`src/design/aigrc_defs.svh`:
```
// Offsets, register indices, field codes, reset values and timing counts for the config bank
`ifndef AIGRC_DEFS_SVH
`define AIGRC_DEFS_SVH
`define AIGRC_IDX_INPUT_SELECT   8'h02
`define AIGRC_IDX_GAIN_SETTING   8'h03
`define AIGRC_IDX_RATE_CONFIG    8'h04
`define AIGRC_IDX_CONV_STATUS    8'h05
`define AIGRC_ADR_INPUT_SELECT   8'h08
`define AIGRC_ADR_GAIN_SETTING   8'h0c
`define AIGRC_ADR_RATE_CONFIG    8'h10
`define AIGRC_ADR_CONV_STATUS    8'h14
`define AIGRC_RST_INPUT_SELECT   8'h01
`define AIGRC_RST_GAIN_SETTING   8'h00
`define AIGRC_RST_RATE_CONFIG    8'h14
`define AIGRC_CODE_COMMON_INPUT  4'hc
`define AIGRC_AMP_BYPASS         2'h0
`define AIGRC_AMP_ENABLED        2'h1
`define AIGRC_DLY_CODE0          13'h000e
`define AIGRC_DLY_CODE1          13'h0019
`define AIGRC_DLY_CODE2          13'h0040
`define AIGRC_DLY_CODE3          13'h0100
`define AIGRC_DLY_CODE4          13'h0400
`define AIGRC_DLY_CODE5          13'h0800
`define AIGRC_DLY_CODE6          13'h1000
`define AIGRC_DLY_CODE7          13'h0001
`endif

```
`src/design/aigrc_pkg.sv`:
```
// Types shared by the config bank files
package aigrc_pkg;
    typedef struct packed {
        logic [3:0] positive_input_sel;
        logic [3:0] negative_input_sel;
    } aigrc_input_type;
    typedef struct packed {
        logic [2:0] start_delay_code;
        logic [1:0] amp_enable_field;
        logic [2:0] gain_code;
    } aigrc_gain_type;
    typedef struct packed {
        logic       global_chop_en;
        logic       clock_source_ext;
        logic       single_shot_mode;
        logic       low_latency_filter;
        logic [3:0] output_rate_code;
    } aigrc_rate_type;
    typedef struct packed {
        logic        positive_is_common;
        logic        negative_is_common;
        logic        positive_reserved;
        logic        negative_reserved;
        logic        amp_enabled;
        logic        amp_reserved;
        logic [7:0]  gain_factor;
    } aigrc_decode_type;
endpackage

```
`src/design/aigrc_regs.sv`:
```
// Input, gain and rate configuration registers on a classic Wishbone slave
`timescale 1ns/10ps
`include "aigrc_defs.svh"
module aigrc_regs
    import aigrc_pkg::*;
(
    // Clock and reset
    input  wire logic                      clk,
    input  wire logic                      reset,
    // Modulator clock enable
    input  wire logic                      mod_tick,
    // Wishbone slave
    input  wire logic                      wb_cyc_i,
    input  wire logic                      wb_stb_i,
    input  wire logic                      wb_we_i,
    input  wire logic [7:0]                wb_adr_i,
    input  wire logic [3:0]                wb_sel_i,
    input  wire logic [31:0]               wb_dat_i,
    output logic      [31:0]               wb_dat_o,
    output logic                           wb_ack_o,
    // Configuration outputs
    output aigrc_pkg::aigrc_input_type     input_cfg,
    output aigrc_pkg::aigrc_gain_type      gain_cfg,
    output aigrc_pkg::aigrc_rate_type      rate_cfg,
    output aigrc_pkg::aigrc_decode_type    decode_cfg,
    // Conversion control
    output logic                           filter_restart,
    output logic                           start_conv,
    output logic                           delay_busy
);
    import aigrc_pkg::*;

    aigrc_input_type  input_select_r;
    aigrc_gain_type   gain_setting_r;
    aigrc_rate_type   rate_config_r;
    logic             ack_r;
    logic [31:0]      rdata_r;
    logic             restart_r;
    logic             req;
    logic             wr_lane0;
    logic [7:0]       wbyte;
    logic [7:0]       rd_mux;

    assign req      = wb_cyc_i && wb_stb_i && !ack_r;
    assign wr_lane0 = req && wb_we_i && wb_sel_i[0];
    assign wbyte    = wb_dat_i[7:0];

    // Ack one cycle after request, dropped the next cycle
    always_ff @(posedge clk) begin
        if (reset) begin
            ack_r <= 1'b0;
        end else begin
            ack_r <= req;
        end
    end
    assign wb_ack_o = ack_r;

    // Input select register
    always_ff @(posedge clk) begin
        if (reset) begin
            input_select_r <= `AIGRC_RST_INPUT_SELECT;
        end else if (wr_lane0 && wb_adr_i == `AIGRC_ADR_INPUT_SELECT) begin
            input_select_r <= wbyte;
        end
    end

    // Gain setting register
    always_ff @(posedge clk) begin
        if (reset) begin
            gain_setting_r <= `AIGRC_RST_GAIN_SETTING;
        end else if (wr_lane0 && wb_adr_i == `AIGRC_ADR_GAIN_SETTING) begin
            gain_setting_r <= wbyte;
        end
    end

    // Rate configuration register
    always_ff @(posedge clk) begin
        if (reset) begin
            rate_config_r <= `AIGRC_RST_RATE_CONFIG;
        end else if (wr_lane0 && wb_adr_i == `AIGRC_ADR_RATE_CONFIG) begin
            rate_config_r <= wbyte;
        end
    end

    // Any write to the bank that changes a value restarts the filter
    always_ff @(posedge clk) begin
        if (reset) begin
            restart_r <= 1'b0;
        end else begin
            restart_r <= wr_lane0 && (
                (wb_adr_i == `AIGRC_ADR_INPUT_SELECT && wbyte != input_select_r) ||
                (wb_adr_i == `AIGRC_ADR_GAIN_SETTING && wbyte != gain_setting_r) ||
                (wb_adr_i == `AIGRC_ADR_RATE_CONFIG && wbyte != rate_config_r));
        end
    end
    assign filter_restart = restart_r;

    aigrc_start_delay u_start_delay (
        .clk        (clk),
        .reset      (reset),
        .mod_tick   (mod_tick),
        .restart    (restart_r),
        .delay_code (gain_setting_r.start_delay_code),
        .delay_busy (delay_busy),
        .start_conv (start_conv)
    );

    // Read mux
    always_comb begin
        rd_mux = 8'h00;
        if (wb_adr_i == `AIGRC_ADR_INPUT_SELECT) begin
            rd_mux = input_select_r;
        end else if (wb_adr_i == `AIGRC_ADR_GAIN_SETTING) begin
            rd_mux = gain_setting_r;
        end else if (wb_adr_i == `AIGRC_ADR_RATE_CONFIG) begin
            rd_mux = rate_config_r;
        end else if (wb_adr_i == `AIGRC_ADR_CONV_STATUS) begin
            rd_mux = {7'h00, delay_busy};
        end
    end

    always_ff @(posedge clk) begin
        if (reset) begin
            rdata_r <= 32'h0000_0000;
        end else if (req && !wb_we_i) begin
            rdata_r <= {24'h00_0000, rd_mux};
        end
    end
    assign wb_dat_o = rdata_r;

    // Field decode
    always_ff @(posedge clk) begin
        if (reset) begin
            decode_cfg <= '0;
        end else begin
            decode_cfg.positive_is_common <=
                input_select_r.positive_input_sel == `AIGRC_CODE_COMMON_INPUT;
            decode_cfg.negative_is_common <=
                input_select_r.negative_input_sel == `AIGRC_CODE_COMMON_INPUT;
            decode_cfg.positive_reserved <=
                input_select_r.positive_input_sel > `AIGRC_CODE_COMMON_INPUT;
            decode_cfg.negative_reserved <=
                input_select_r.negative_input_sel > `AIGRC_CODE_COMMON_INPUT;
            decode_cfg.amp_enabled <=
                gain_setting_r.amp_enable_field == `AIGRC_AMP_ENABLED;
            decode_cfg.amp_reserved <=
                gain_setting_r.amp_enable_field[1];
            decode_cfg.gain_factor <= 8'h01 << gain_setting_r.gain_code;
        end
    end

    assign input_cfg = input_select_r;
    assign gain_cfg  = gain_setting_r;
    assign rate_cfg  = rate_config_r;

    AST_RESET_VALUES: assert property (@(posedge clk)
        $fell(reset) |-> input_select_r == `AIGRC_RST_INPUT_SELECT
                         && gain_setting_r == `AIGRC_RST_GAIN_SETTING
                         && rate_config_r == `AIGRC_RST_RATE_CONFIG)
        else $error("bad reset values");
    AST_ACK_ONE: assert property (@(posedge clk) disable iff (reset)
        wb_ack_o |=> !wb_ack_o)
        else $error("ack held two cycles");
    AST_WRITE_BACK: assert property (@(posedge clk) disable iff (reset)
        (wr_lane0 && wb_adr_i == `AIGRC_ADR_RATE_CONFIG) |=> rate_config_r == $past(wbyte))
        else $error("rate write lost");
    AST_READ_BACK: assert property (@(posedge clk) disable iff (reset)
        (req && !wb_we_i && wb_adr_i == `AIGRC_ADR_GAIN_SETTING)
        |=> wb_dat_o == {24'h00_0000, gain_setting_r})
        else $error("gain readback wrong");
    AST_GAIN_POW: assert property (@(posedge clk) disable iff (reset)
        $stable(gain_setting_r) |=> decode_cfg.gain_factor ==
                                    (8'h01 << $past(gain_setting_r[2:0])))
        else $error("gain factor wrong");
    AST_AMP_ON: assert property (@(posedge clk) disable iff (reset)
        $stable(gain_setting_r) |=> decode_cfg.amp_enabled ==
                                    ($past(gain_setting_r[4:3]) == `AIGRC_AMP_ENABLED))
        else $error("amp enable decode wrong");
    AST_COMMON: assert property (@(posedge clk) disable iff (reset)
        $stable(input_select_r) |=> decode_cfg.positive_is_common ==
                                    ($past(input_select_r[7:4]) == `AIGRC_CODE_COMMON_INPUT))
        else $error("common input decode wrong");
    AST_RESTART: assert property (@(posedge clk) disable iff (reset)
        (wr_lane0 && wb_adr_i == `AIGRC_ADR_GAIN_SETTING && wbyte != gain_setting_r)
        |=> filter_restart)
        else $error("no restart on change");
endmodule

```
`src/design/aigrc_start_delay.sv`:
```
// Start delay counter run on the modulator clock enable
`timescale 1ns/10ps
`include "aigrc_defs.svh"
module aigrc_start_delay (
    // Clock and reset
    input  wire logic       clk,
    input  wire logic       reset,
    // Control
    input  wire logic       mod_tick,
    input  wire logic       restart,
    input  wire logic [2:0] delay_code,
    // Status
    output logic            delay_busy,
    output logic            start_conv
);
    logic [12:0] delay_cnt_r;
    logic [12:0] delay_load;

    always_comb begin
        unique case (delay_code)
            3'h0: delay_load = `AIGRC_DLY_CODE0;
            3'h1: delay_load = `AIGRC_DLY_CODE1;
            3'h2: delay_load = `AIGRC_DLY_CODE2;
            3'h3: delay_load = `AIGRC_DLY_CODE3;
            3'h4: delay_load = `AIGRC_DLY_CODE4;
            3'h5: delay_load = `AIGRC_DLY_CODE5;
            3'h6: delay_load = `AIGRC_DLY_CODE6;
            3'h7: delay_load = `AIGRC_DLY_CODE7;
        endcase
    end

    // Count modulator periods after a restart
    always_ff @(posedge clk) begin
        if (reset) begin
            delay_cnt_r <= 13'h0000;
        end else if (restart) begin
            delay_cnt_r <= delay_load;
        end else if (mod_tick && delay_cnt_r != 13'h0000) begin
            delay_cnt_r <= delay_cnt_r - 13'h0001;
        end
    end

    always_ff @(posedge clk) begin
        if (reset) begin
            start_conv <= 1'b0;
        end else begin
            start_conv <= !restart && mod_tick && delay_cnt_r == 13'h0001;
        end
    end

    assign delay_busy = delay_cnt_r != 13'h0000;

    AST_DELAY_LOAD: assert property (@(posedge clk) disable iff (reset)
        restart |=> delay_cnt_r == $past(delay_load))
        else $error("start delay not loaded");
    AST_DELAY_DONE: assert property (@(posedge clk) disable iff (reset)
        (mod_tick && !restart && delay_cnt_r == 13'h0001) |=> start_conv && !delay_busy)
        else $error("start pulse missing at end of delay");
endmodule

```
`config.mk`:
```
export PLATFORM = sky130hd
export DESIGN_NAME = aigrc_regs
export DESIGN_NICKNAME = d
export VERILOG_FILES = /design/src/design/aigrc_pkg.sv /design/src/design/aigrc_regs.sv /design/src/design/aigrc_start_delay.sv
export VERILOG_INCLUDE_DIRS = /design/src /design/src/design
export SDC_FILE = /design/constraint.sdc
export NUM_CORES = 1
export LEC_CHECK = 0
export BUFFER_PORTS_ARGS = -buffer_cell sky130_fd_sc_hd__buf_4
export CORE_ASPECT_RATIO = 0.9
export CORE_MARGIN = 4
export CORE_UTILIZATION = 45
export CTS_CLUSTER_DIAMETER = 200
export DETAILED_ROUTE_END_ITERATION = 6
export PLACE_DENSITY = 0.76
export SETUP_SLACK_MARGIN = 0.02
export SYNTH_ARGS = -nofsm -noshare
export SYNTH_HDL_FRONTEND = slang
export SYNTH_SLANG_ARGS = --single-unit
```
`constraint.sdc`:
```
create_clock -name clk -period 2 [get_ports clk]
set_clock_uncertainty 0.15 [all_clocks]
set_input_delay 0.1 -clock clk [delete_from_list [all_inputs] [get_ports clk]]
set_output_delay 0.1 -clock clk [all_outputs]
set_load 0.05 [all_outputs]
```
==> results of run 1 <==
path summary, 6_finish.rpt:
check,from,endpoint,slack (ps),cells past startpoint
setup / recovery,u_start_delay.delay_cnt_r[0],u_start_delay.delay_cnt_r[5],-90,7
hold / removal,reset,wb_ack_o,70,2
setup reg to reg,u_start_delay.delay_cnt_r[0],u_start_delay.delay_cnt_r[5],-90,7
hold reg to reg,u_start_delay.delay_load[4],u_start_delay.delay_cnt_r[4],310,2
cell usage in the layout, fill, tap and decap left out, types with 6 or more instances in the layout:
master                          count
sky130_fd_sc_hd__nand2_1           53
sky130_fd_sc_hd__xor2_1            13
sky130_fd_sc_hd__nand4b_1           6
sky130_fd_sc_hd__nand3_1            6
sky130_fd_sc_hd__dlygate4sd3_1     12
sky130_fd_sc_hd__dfxtp_1           69
sky130_fd_sc_hd__mux2i_1            8
sky130_fd_sc_hd__nand3b_1           6
sky130_fd_sc_hd__nor3_1            12
sky130_fd_sc_hd__xnor2_1           18
sky130_fd_sc_hd__buf_4             97
sky130_fd_sc_hd__or3_1             10
sky130_fd_sc_hd__a311oi_1           8
sky130_fd_sc_hd__mux2_2             7
sky130_fd_sc_hd__a21oi_1           30
sky130_fd_sc_hd__nand2b_1           9
sky130_fd_sc_hd__nor2_1            34
sky130_fd_sc_hd__conb_1            24
sky130_fd_sc_hd__clkbuf_8          10
sky130_fd_sc_hd__nor4_1             7
sky130_fd_sc_hd__inv_1              8
sky130_fd_sc_hd__nand4_1            7
layer usage:
| layer | wire, um | track usage | vias to the layer above |
|---|---|---|---|
| met4 | 268 | 0.0765 | 0 |
| met1 | 3900 | 0.230 | 1586 |
| met3 | 571 | 0.0595 | 29 |
| li1 | - | - | 1594 |
| met5 | 0 | 0 | - |
| met2 | 4760 | 0.346 | 115 |
kinds of logic after synthesis:
logic type / Yosys count
adders and majority gates: 3
buffers and inverters: 67
AOI/OAI and AO/OA: 59
xor gates and xnor gates: 31
muxes: 15
and+or+nand+nor: 179
DFF: 71
other: 1
repair_timing:
| item | 4_1_cts | 5_1_grt |
|---|---|---|
| hold endpoints to repair | 31 | 0 |
| gates resized for setup | 8 | 12 |
| hold buffers | 12 | 0 |
| pin swaps | 9 | 7 |
| gates cloned | 0 | 0 |
| setup endpoints to repair | 13 | 17 |
| setup buffers | 3 | 1 |
power groups by stage:
stage | Combinational (mW) | Sequential (mW) | Clock (mW)
2_1_floorplan | 1.32 | 1.71 | 0
3_3_place_gp | 1.71 | 1.66 | 0
3_5_place_dp | 1.76 | 1.66 | 0
4_1_cts | 2.02 | 1.63 | 1.21
5_1_grt | 2.34 | 1.64 | 1.27
6_report | 2.16 | 1.63 | 1.20
state kept, by name (all words and copies together) (netlist names):
register / flops
decode_cfg: 14
filter_restart: 1
gain_cfg: 8
input_cfg: 8
rate_cfg: 8
u_start_delay.delay_cnt_r: 13
u_start_delay.delay_load: 9
u_start_delay.start_conv: 1
wb_ack_o: 1
wb_dat_o: 8
layout make-up:
cell class,count,area [um^2],area share
Clock buffer,11,141,0.0301
Sequential cell,71,1420,0.303
Clock inverter,5,65.1,0.0138
Timing Repair Buffer,112,895,0.190
Tap cell,96,120,0.0256
Multi-Input combinational cell,311,2010,0.428
Inverter,11,41.3,0.00879
cells in the mapped netlist (8+ instances only):
cell type / number
sky130_fd_sc_hd__nand2b_1: 9
sky130_fd_sc_hd__dfxtp_1: 71
sky130_fd_sc_hd__nand2_1: 53
sky130_fd_sc_hd__buf_4: 26
sky130_fd_sc_hd__a311oi_1: 8
sky130_fd_sc_hd__or3_1: 11
sky130_fd_sc_hd__clkbuf_1: 25
sky130_fd_sc_hd__mux2i_1: 8
sky130_fd_sc_hd__xor2_1: 13
sky130_fd_sc_hd__inv_1: 11
sky130_fd_sc_hd__xnor2_1: 18
sky130_fd_sc_hd__nor3_1: 12
sky130_fd_sc_hd__nor4_1: 10
sky130_fd_sc_hd__nor2_1: 36
sky130_fd_sc_hd__a21oi_1: 32
worst reg2reg max path: stages, from the launching register on:
cell and delay, ps:
sky130_fd_sc_hd__dfxtp_2 330, sky130_fd_sc_hd__inv_2 80, sky130_fd_sc_hd__ha_4 120, sky130_fd_sc_hd__or4b_4 490
sky130_fd_sc_hd__or4_4 460, sky130_fd_sc_hd__nand4b_1 140, sky130_fd_sc_hd__xor2_1 170, sky130_fd_sc_hd__nor2_1 50
==> results.md, run 1 <==
- After clock tree synthesis, the clock-pin slew on the worst setup and hold paths is 70 ps.
- The flow ran to the end, but the final reports show violations.
- The area share of the leading cell type in the synthesized netlist is 0.399.
- STA puts the critical path data required time at 2100 ps.
- The tool flagged a number of max-cap violations equal to 0.
- Summing every instance area after synthesis gives 0.00357 mm^2.
- The height of the die is 92.5 um.
- In this run, synthesis produced a sequential element count of 71.
- The via count of the first global-routing pass is 3,224.
- The post-synthesis xor/xnor area fraction is 0.0761.
- The mean instance size in the synthesized netlist is 8.37 um^2.
- The first global-routing pass estimated 15,000 um of wire.
- The combinational fraction of design power is 0.433.
- The routed design could run at a clock period as short as 2090 ps.
- The worst setup slack after placement is -101 ps.
- Setup repair after global routing could not meet its margin everywhere.
- The top flip-flop cell by instance count after synthesis is sky130_fd_sc_hd__dfxtp_1.
- Static timing analysis puts the maximum clock frequency at 478 MHz.
- The total die area is 0.00941 mm^2.
- STA classifies the critical path startpoint as a register.
- The worst setup path is captured at a register.
- The share of total power dissipated in the clock network is 0.240.
- The internal power is 3.12 mW.
- The total instance count after detailed placement is 585.
- For this block, the initial DRC count from the detailed router was 172.
- The total setup violations reported at the end of the flow is 10.
- The maximum net fanout on the critical path is 4.
- Of the post-synthesis cell area, the part taken by muxes is 0.0446.
- The clock network latency to the later pin of the worst-skew pair is 360 ps.
- The first detailed-routing pass took 4 iterations.
- The initial antenna violation count came to 0.
- By area the synthesized netlist is led by sky130_fd_sc_hd__dfxtp_1 40%, sky130_fd_sc_hd__nand2_1 5.6%, sky130_fd_sc_hd__buf_4 5.5%, sky130_fd_sc_hd__a21oi_1 4.5%, sky130_fd_sc_hd__xnor2_1 4.4%.
- The sequential-to-total area share from yosys stat is 0.399.
- Once placement finished, the instance area stood at 0.00424 mm^2.
- Power spread over the standard cell area amounts to 1060 mW/mm^2.
- The final max-slew violation count is 0.
- The detail-routed net length per standard cell is 15.4 um.
- In this run the worst hold path is classified as in -> reg.
- The layout overhead on the synthesized area is 31.8%.
- Of the available clock period, the critical path in the final layout requires 1.05.
- For this design, the slowest cell found on the critical path is sky130_fd_sc_hd__or4b_4.
- The complex-gate fraction of the synthesized area is 0.104.
- The final-report hold violation count came to 0.
- The worst pin sits at a relative slew slack of 0.550.
- In the post-route analysis, the smallest setup slack over all paths is -91.1 ps.
- The total power draw is 4.99 mW.
- IR analysis of the VDD net gives a maximum drop of 0.635 mV.
- Summed over all instances, the cell type with the most area after synthesis is sky130_fd_sc_hd__dfxtp_1.
- The netlist uses 46 different library cells.
- The start-to-end type of the worst setup path is reg -> reg.
- The initial utilization of the core area, before any placement, comes to 0.468.
- Across all layers, the routed design uses 3,324 vias.
- The number of cells in the finished layout apart from fillers is 617.
- The core region is 0.00762 mm^2.
- The level count of the clock H-tree is 3.
- The buffers plus inverters on the worst setup path is 1.
- The cell sitting at the root of the clock tree is a sky130_fd_sc_hd__clkbuf_8.
- Using the TritonRoute via totals, the vias-per-cell ratio works out to 5.39.
- Final hold analysis gives a worst-case slack of 68.2 ps.
- After legalization and detailed placement, the total HPWL measured 6670 um.
- The final reports fail on negative setup slack.
- For this run, the slowest stage of the critical path takes 490 ps.
- The number of synthesis warnings is 0.
- For this run, design rule violations remaining after detail routing come to 0.
- In the synthesized netlist, the number of instances is 426.
- For this design the total switching power over the nets is 1.87 mW.
- Traced cell by cell, the critical path runs through inv_2 -> ha_4 -> or4b_4 -> or4_4 -> nand4b_1 -> xor2_1 -> nor2_1.
- After routing, the total negative slack on setup checks comes to -672 ps.
- The number of enable flip-flop cells after synthesis is 0.
- Buffers inserted during clock tree synthesis total 9.
- The share of total power in sequential cells is 0.327.
- The share of post-route cells with drive strength above 1 is 0.301.
- The count of fill cells added during filler insertion is 677.
- Summing all non-filler instances in the final layout gives an area of 0.00470 mm^2.
- The family with the most delay on the worst path is simple AND/OR/NAND/NOR gates.
- By area, the combinational part of the netlist is dominated by simple AND/OR/NAND/NOR gates.
- The total global routing track utilization is 0.200.
- Summed over all layers, the routed wires come to 9500 um.
- The share of the core filled with cells in the final layout is 0.617.
- The count of standard-cell rows is 30.
- TritonCTS built the clock tree.
- For the pin with the worst max-slew slack, the measured transition is 674 ps.
- CTS saw 71 sinks.
- The maximum number of pins on one net before global-route repair is 51.
- The count of nets left with antenna violations once routing finished came out at 0.
- The analysis attributes to cell leakage a power of 1.85 nW.
- The number of port buffers is 72.
- The die span in x is 102 um.
- Of the total synthesized cell area, the portion taken by full adders, half adders and majority gates is 0.0105.
- The congestion estimate from routability-driven global placement came to 0.805.
- The post-synthesis simple-gate area fraction is 0.267.
- In the synthesized netlist the async set-or-reset flop fraction comes to 0.
- For this run, the post-layout net count is 569.
- The number of antenna repair diodes is 0.
- No sink is reached through more buffers than the 2 on the longest clock path.
- 124 I/O pins were placed.
- Data arrives at the worst endpoint at 2190 ps.
- Of the total power, the share spent switching nets is 0.375.
- For this run the aggregate overflow at the end of global routing stands at 0.
No activity file was read; power rests on OpenSTA's default activity.
==> run 2, diff against run 1 <==
--- a/config.mk
+++ b/config.mk
@@ -8,7 +8,6 @@
 export LEC_CHECK = 0
 export BUFFER_PORTS_ARGS = -buffer_cell sky130_fd_sc_hd__buf_4
 export CORE_ASPECT_RATIO = 0.9
-export CORE_MARGIN = 4
 export CORE_UTILIZATION = 45
 export CTS_CLUSTER_DIAMETER = 200
 export DETAILED_ROUTE_END_ITERATION = 6
==> run 2 against run 1 <==
Compared with the run above: clock power increased by 8%; combinational power increased by 5%; largest power group unchanged; hold slack got worse by 24 ps; power increased by 4.2%; critical path type unchanged; critical path depth increased by 1; the flow still finishes with violations (negative setup slack).
==> results.md, run 2 (synthesis gave the netlist of run 1 again) <==
- The flow ran to the end, but the final reports show violations.
- The final reports fail on negative setup slack.
- The data arrival time of the critical path is 2300 ps (+110 ps).
- The HPWL after detailed placement is 6120 um (-8.3%).
- The required arrival time at the worst endpoint is 2090 ps (about the same).
- The total setup violations reported at the end of the flow is 10 (unchanged).
- The worst path setup slack after routing was -207 ps (-116 ps).
- The maximum net fanout on the critical path is 4 (unchanged).
- The start-to-end type of the worst setup path is reg -> reg.
- The number of antenna repair diodes is 0 (unchanged).
- The global-route wire length before repair is 13,700 um (-8.1%).
- The placer congestion estimate is 0.857 (+6.4%).
- The final layout net count is 569 (unchanged).
- The effective utilization at floorplan is 0.468 (unchanged).
- Setup repair after global routing could not meet its margin everywhere.
- The relative slew slack is 0.557 (+0.00653).
- The worst setup slack after placement is -56.9 ps (+43.9 ps).
- The initial DRC count was 171 (-0.58%).
- The clock slew at the register clock pins of the worst setup and hold paths came to 80 ps (about the same).
- The share of the clock period used by the worst path after layout is 1.10 (+0.0580).
- The flip-flop count of the largest register, all copies and words added was 14 (unchanged).
- The power density normalized to cell area is 1110 mW/mm^2 (+4.2%).
- The library cell used as clock root buffer is sky130_fd_sc_hd__clkbuf_8.
- The height of the die is 86.5 um (-6.5%).
- The number of iterations in the first detailed-routing pass is 4 (unchanged).
- The library cell used most frequently in the layout, excluding fill and tap cells, is sky130_fd_sc_hd__buf_4.
- The actual slew at the worst max-slew pin came to 664 ps (-9.78 ps).
- The leakage power figure was 1.87 nW (+0.75%).
- The maximum buffer depth of the clock tree came to 2 (unchanged).
- The final wirelength is 8790 um (-7.5%).
- The number of I/O pins came to 124 (unchanged).
- The clock tree from TritonCTS is done.
- The critical path launch point type is a register.
- The setup TNS after final layout is -1190 ps (-515 ps).
- The maximum vdd drop is 0.914 mV (+44%).
- The number of design rule violations left after detail routing came to 0 (unchanged).
- The clock period minus final worst setup slack was 2210 ps (+116 ps).
- The max capacitance violation total came to 0 (unchanged).
- The count of standard-cell rows was 30 (unchanged).
- The endpoint kind of the worst setup timing path is a register.
- The total clock sinks came to 71 (unchanged).
- The total instance count after detailed placement is 584 (-0.17%).
- The share of the core filled with cells in the final layout came to 0.617 (about the same).
- The register with the highest flop count is decode_cfg.
- The number of vias per cell is 5.25 (-2.5%).
- The level count of the clock H-tree is 3 (unchanged).
- The detail-routed net length per standard cell came to 14.2 um (-7.5%).
- The area of the placeable core came to 0.00762 mm^2 (unchanged).
- The peak clock frequency supported by timing is 453 MHz (-5.3%).
- The final-report hold violation count is 0 (unchanged).
- The final max-slew violation count is 0 (unchanged).
- The total global routing overflow came to 0 (unchanged).
- The count of nets left with antenna violations after detail routing is 0 (unchanged).
- The share of post-route cells with drive strength above 1 is 0.307 (+0.00576).
- The library cells used most frequently in the layout, excluding fill and tap cells, are 96 x sky130_fd_sc_hd__buf_4, 68 x sky130_fd_sc_hd__dfxtp_1, 53 x sky130_fd_sc_hd__nand2_1, 33 x sky130_fd_sc_hd__nor2_1, 30 x sky130_fd_sc_hd__a21oi_1.
- The routed via count was 3,242 (-2.5%).
- The number of port buffers is 72 (unchanged).
- The total global routing track utilization was 0.215 (+0.0154).
- The die span in x is 95.8 um (-5.9%).
- The via count of the first global-routing pass was 3,007 (-6.7%).
- The TritonCTS buffer count is 9 (unchanged).
- The initial antenna violation count is 0 (unchanged).
- The number of cells in the finished layout apart from fillers is 617 (unchanged).
- The path class of the lowest-slack min-delay path is in -> reg.
- The maximum number of pins on one net before global-route repair is 46 (-9.8%).
- The layout overhead on the synthesized area was 31.9% (about the same).
- The clock network latency to the later pin of the worst-skew pair is 350 ps (about the same).
- The total die area was 0.00828 mm^2 (-12%).
[run 2: cell count changes in the layout (fill, tap and decap cells not counted), sizes merged]
cell and change:
inv +1, buf +1, dlygate4sd3 -1, bufinv +1
clkbuf -2
[run 2: area by class of cell]
type | instances | area (um^2)
clock buffer | 9 | 124
clock inverter | 7 | 104
sequential | 71 | 1430
timing repair buffer | 112 | 900
tap | 96 | 120
inverter | 11 | 41.3
fill | 642 | 2920
multi-input combinational | 311 | 1990
[run 2: metal layers]
metal	global-route usage	share of wire	vias to the layer above
met1	0.253	0.42	1543
li1	-	-	1603
met2	0.364	0.51	81
met4	0.0801	0.017	0
met5	0	0	-
met3	0.0711	0.048	15
[run 2: power breakdown]
part,total [mW],internal [mW],leakage (nW),switching [mW]
sequential,1.64,1.55,0.576,0.0917
combinational,2.27,1.05,1.18,1.22
clock,1.30,0.719,0.115,0.582
[run 2: worst max-delay path, cell delays in order, from the launching register on]
cell and delay [ps]:
sky130_fd_sc_hd__dfxtp_2 330, sky130_fd_sc_hd__inv_2 50, sky130_fd_sc_hd__ha_1 130, sky130_fd_sc_hd__or4b_4 480
sky130_fd_sc_hd__buf_6 150, sky130_fd_sc_hd__or4_4 440, sky130_fd_sc_hd__nand4b_1 140, sky130_fd_sc_hd__xor2_1 170
sky130_fd_sc_hd__nor2_1 60
[run 2: what timing repair did]
item	in CTS	in global routing
setup buffers	3	4
hold buffers	11	0
pin swaps	10	7
setup endpoints to repair	11	17
hold endpoints to repair	32	0
resized for setup	10	11
[run 2: path summary, 6_finish.rpt]
kind | from | to | slack [ps] | cells past startpoint
setup / recovery | u_start_delay.delay_cnt_r[0] | u_start_delay.delay_cnt_r[5] | -210 | 8
hold reg to reg | u_start_delay.delay_load[4] | u_start_delay.delay_cnt_r[4] | 300 | 2
setup reg to reg | u_start_delay.delay_cnt_r[0] | u_start_delay.delay_cnt_r[5] | -210 | 8
hold / removal | reset | u_start_delay.delay_cnt_r[0] | 40 | 2
[run 2: per-stage QoR]
step	area (um^2)	hold WS, ps	power (mW)
floorplan	3700	96.6	3.02
global placement	4240	233	3.39
detailed placement	4240	248	3.45
CTS	4640	27.0	5.06
global route	4700	50.5	5.48
finish	4700	44.6	5.21
==> run 3, diff against run 2 <==
--- a/config.mk
+++ b/config.mk
@@ -8,10 +8,11 @@
 export LEC_CHECK = 0
 export BUFFER_PORTS_ARGS = -buffer_cell sky130_fd_sc_hd__buf_4
 export CORE_ASPECT_RATIO = 0.9
-export CORE_UTILIZATION = 45
+export CORE_MARGIN = 4
+export CORE_UTILIZATION = 50
 export CTS_CLUSTER_DIAMETER = 200
 export DETAILED_ROUTE_END_ITERATION = 6
-export PLACE_DENSITY = 0.76
+export PLACE_DENSITY = 0.8
 export SETUP_SLACK_MARGIN = 0.02
 export SYNTH_ARGS = -nofsm -noshare
 export SYNTH_HDL_FRONTEND = slang
==> constraint.sdc (replaced) <==
create_clock -name clk -period 2.5 [get_ports clk]
set_clock_uncertainty 0.15 [all_clocks]
set_input_delay 0.125 -clock clk [delete_from_list [all_inputs] [get_ports clk]]
set_output_delay 0.125 -clock clk [all_outputs]
set_load 0.05 [all_outputs]
==> run 3 against run 2 <==
Compared with the run above: the run now ends clean; final area down 6.8%; setup slack improved by 400 ps; critical path depth shrank 1; highest routed layer unchanged.
==> results.md, run 3 (synthesis gave the netlist of run 1 again) <==
- The total setup violations reported at the end of the flow is 0 (-10).
- The fraction of met1 tracks used by global routing is 0.222 (-0.0308).
- The leakage power figure is 1.73 nW (-7.3%).
- The count of standard-cell rows is 28 (-6.7%).
- The cell type of the slowest stage on the worst timing path is sky130_fd_sc_hd__or4b_1.
- The setup TNS after final layout was 0 ps (+1190 ps).
- The required arrival time at the worst endpoint is 2230 ps (+140 ps).
- The most critical setup path has its startpoint at u_start_delay.delay_cnt_r[0].
- Setup repair after global routing left no endpoint under its margin.
- The final design instance area without fill came to 0.00438 mm^2 (-6.8%).
- The total global routing track utilization is 0.206 (-0.00965).
- The effective utilization at floorplan is 0.527 (+0.0594).
- The routed via count is 3,122 (-3.7%).
- The HPWL after detailed placement is 6230 um (+1.9%).
- The area of the placeable core is 0.00676 mm^2 (-11%).
- The critical path launch point type is a register.
- Leaving out fill and tap cells, the most frequent cell in the layout is sky130_fd_sc_hd__buf_4.
- The clock slew at the register clock pins of the worst setup and hold paths was 80 ps (about the same).
- The die span in x is 97.0 um (+1.2%).
- The share of the core filled with cells in the final layout was 0.648 (+0.0308).
- The flip-flop count of the largest register, all copies and words added is 14 (unchanged).
- The total die area is 0.00855 mm^2 (+3.2%).
- The maximum number of pins on one net before global-route repair is 64 (+39%).
- The layout overhead on the synthesized area is 22.9%.
- The actual slew at the worst max-slew pin is 626 ps (-38.5 ps).
- The count of nets left with antenna violations after detail routing is 0 (unchanged).
- The initial antenna violation count is 0 (unchanged).
- The endpoint kind of the worst setup timing path is an output pin.
- The standard cell area after detailed placement was 0.00406 mm^2 (-4.3%).
- The final wirelength came to 8860 um (+0.76%).
- The data arrival time of the critical path is 2040 ps (-260 ps).
- The TritonCTS buffer count is 9 (unchanged).
- The final-report hold violation count came to 0 (unchanged).
- The number of I/O pins is 124 (unchanged).
- The number of cells in the finished layout apart from fillers is 591 (-4.2%).
- The relative slew slack came to 0.583 (+0.0263).
- The worst hold path belongs to the class in -> reg.
- The total instance count after detailed placement came to 563 (-3.6%).
- The maximum buffer depth of the clock tree is 2 (unchanged).
- The total power draw was 3.42 mW (-34%).
- The total global routing overflow is 0 (unchanged).
- TritonCTS built the clock tree.
- The worst register-to-register path begins at u_start_delay.delay_cnt_r[0].
- The signal on the critical path passes through inv_1 -> ha_1 -> or4b_1 -> nor4_2 -> buf_4 -> inv_1 -> buf_4.
- The routing usage on met2 is 0.382 (+0.0179).
- The height of the die is 88.1 um (+1.9%).
- The number of port buffers is 72 (unchanged).
- The maximum net fanout on the critical path is 5 (+1).
- The number of design rule violations left after detail routing is 0 (unchanged).
- The initial DRC count is 174 (+1.8%).
- The final max-slew violation count is 0 (unchanged).
- The share of post-route cells with drive strength above 1 is 0.232 (-0.0756).
- The busiest layer in global routing is met2.
- The flow ran to the end, and the final reports show no timing, DRC or antenna violations.
- The buffers plus inverters on the worst setup path was 4 (+2).
- The via count of the first global-routing pass is 3,010 (+0.10%).
- The number of vias per cell is 5.28 (+0.54%).
- The register with the highest flop count is decode_cfg.
- The final layout net count is 549 (-3.5%).
- The max capacitance violation total is 0 (unchanged).
- The total clock sinks is 71 (unchanged).
- The placer congestion estimate is 0.846 (-1.2%).
- The family with the most delay on the worst path is simple AND/OR/NAND/NOR gates.
- The worst setup path is of the reg -> out kind.
- The global-route wire length before repair was 14,200 um (+3.2%).
- The met3 track utilization from global routing is 0.0693 (-0.00179).
- The number of antenna repair diodes is 0 (unchanged).
- The peak per-stage delay on the critical path is 510 ps (+30 ps).
- The post-CTS setup buffer count was 0 (-3).
- The power density normalized to cell area is 781 mW/mm^2 (-29%).
- The clock network latency to the later pin of the worst-skew pair is 350 ps (about the same).
- The level count of the clock H-tree is 3 (unchanged).
- The library cell used as clock root buffer is sky130_fd_sc_hd__clkbuf_8.
- The smallest clock period supported by the final layout is computed as 2310 ps.
- In the layout the commonest cells are 80 x sky130_fd_sc_hd__buf_4, 71 x sky130_fd_sc_hd__dfxtp_1, 53 x sky130_fd_sc_hd__nand2_1, 36 x sky130_fd_sc_hd__nor2_1, 32 x sky130_fd_sc_hd__a21oi_1.
- The worst hold path startpoint is wb_adr_i[6].
- The maximum vdd drop came to 0.375 mV (-59%).
- The share of the clock period used by the worst path after layout is 0.924.
- The peak clock frequency supported by timing is 433 MHz.
- The detail-routed net length per standard cell is 15.0 um (+5.2%).
- The number of iterations in the first detailed-routing pass is 4 (unchanged).
==> run 3: cell types whose count changed in the layout (fill, tap and decap cells not counted), moves of 3 or more <==
cell | previous run | this run
sky130_fd_sc_hd__buf_6 | 3 | 0
sky130_fd_sc_hd__inv_1 | 8 | 11
sky130_fd_sc_hd__nor4_4 | 4 | 1
sky130_fd_sc_hd__dfxtp_1 | 68 | 71
sky130_fd_sc_hd__inv_2 | 3 | 0
sky130_fd_sc_hd__inv_6 | 3 | 0
sky130_fd_sc_hd__dfxtp_2 | 3 | 0
sky130_fd_sc_hd__nor2_1 | 33 | 36
sky130_fd_sc_hd__buf_4 | 96 | 80
==> run 3: final timing paths <==
path,to,slack [ps],cells past startpoint
worst max-delay path,delay_busy,190,7
worst min-delay path,wb_dat_o[2],120,5
worst max register to register,u_start_delay.delay_cnt_r[11],260,7
worst min register to register,u_start_delay.delay_cnt_r[3],300,2
==> run 3: final cells by class <==
type	count	area [um^2]
clock buffer	11	141
clock inverter	5	57.6
timing repair buffer	92	721
inverter	11	41.3
multi-input combinational	311	1890
fill	578	2380
sequential	71	1420
tap	90	113
==> run 3: power by group <==
| group | internal (mW) | switching (mW) |
|---|---|---|
| clock | 0.488 | 0.427 |
| sequential | 1.23 | 0.0965 |
| combinational | 0.479 | 0.695 |
==> run 3: tightest hold or removal path, cell delays in order <==
cell                       delay (ps)
sky130_fd_sc_hd__buf_4            110
sky130_fd_sc_hd__nor3_4            50
sky130_fd_sc_hd__buf_4            150
sky130_fd_sc_hd__nand2_1           60
sky130_fd_sc_hd__a311oi_1          80
==> run 3: metal layers <==
metal	vias up	part of all wire
li1	1551	-
met1	1467	0.41
met2	96	0.51
met3	8	0.061
met4	0	0.0096
met5	-	0
==> run 3: through the flow <==
step / worst slack [ps] / hold WS, ps
after CTS: 89.4 / 90.7
after floorplan: 114 / 122
after global routing: 68.9 / 120
after detailed placement: 279 / 274
final: 190 / 117
after global placement: 305 / 258
==> run 3: timing repair <==
action / 4_1_cts / 5_1_grt
hold buffers: 12 / 0
endpoints found under the hold margin: 28 / 0
resized for setup: 0 / 1
setup endpoints to repair: 0 / 1
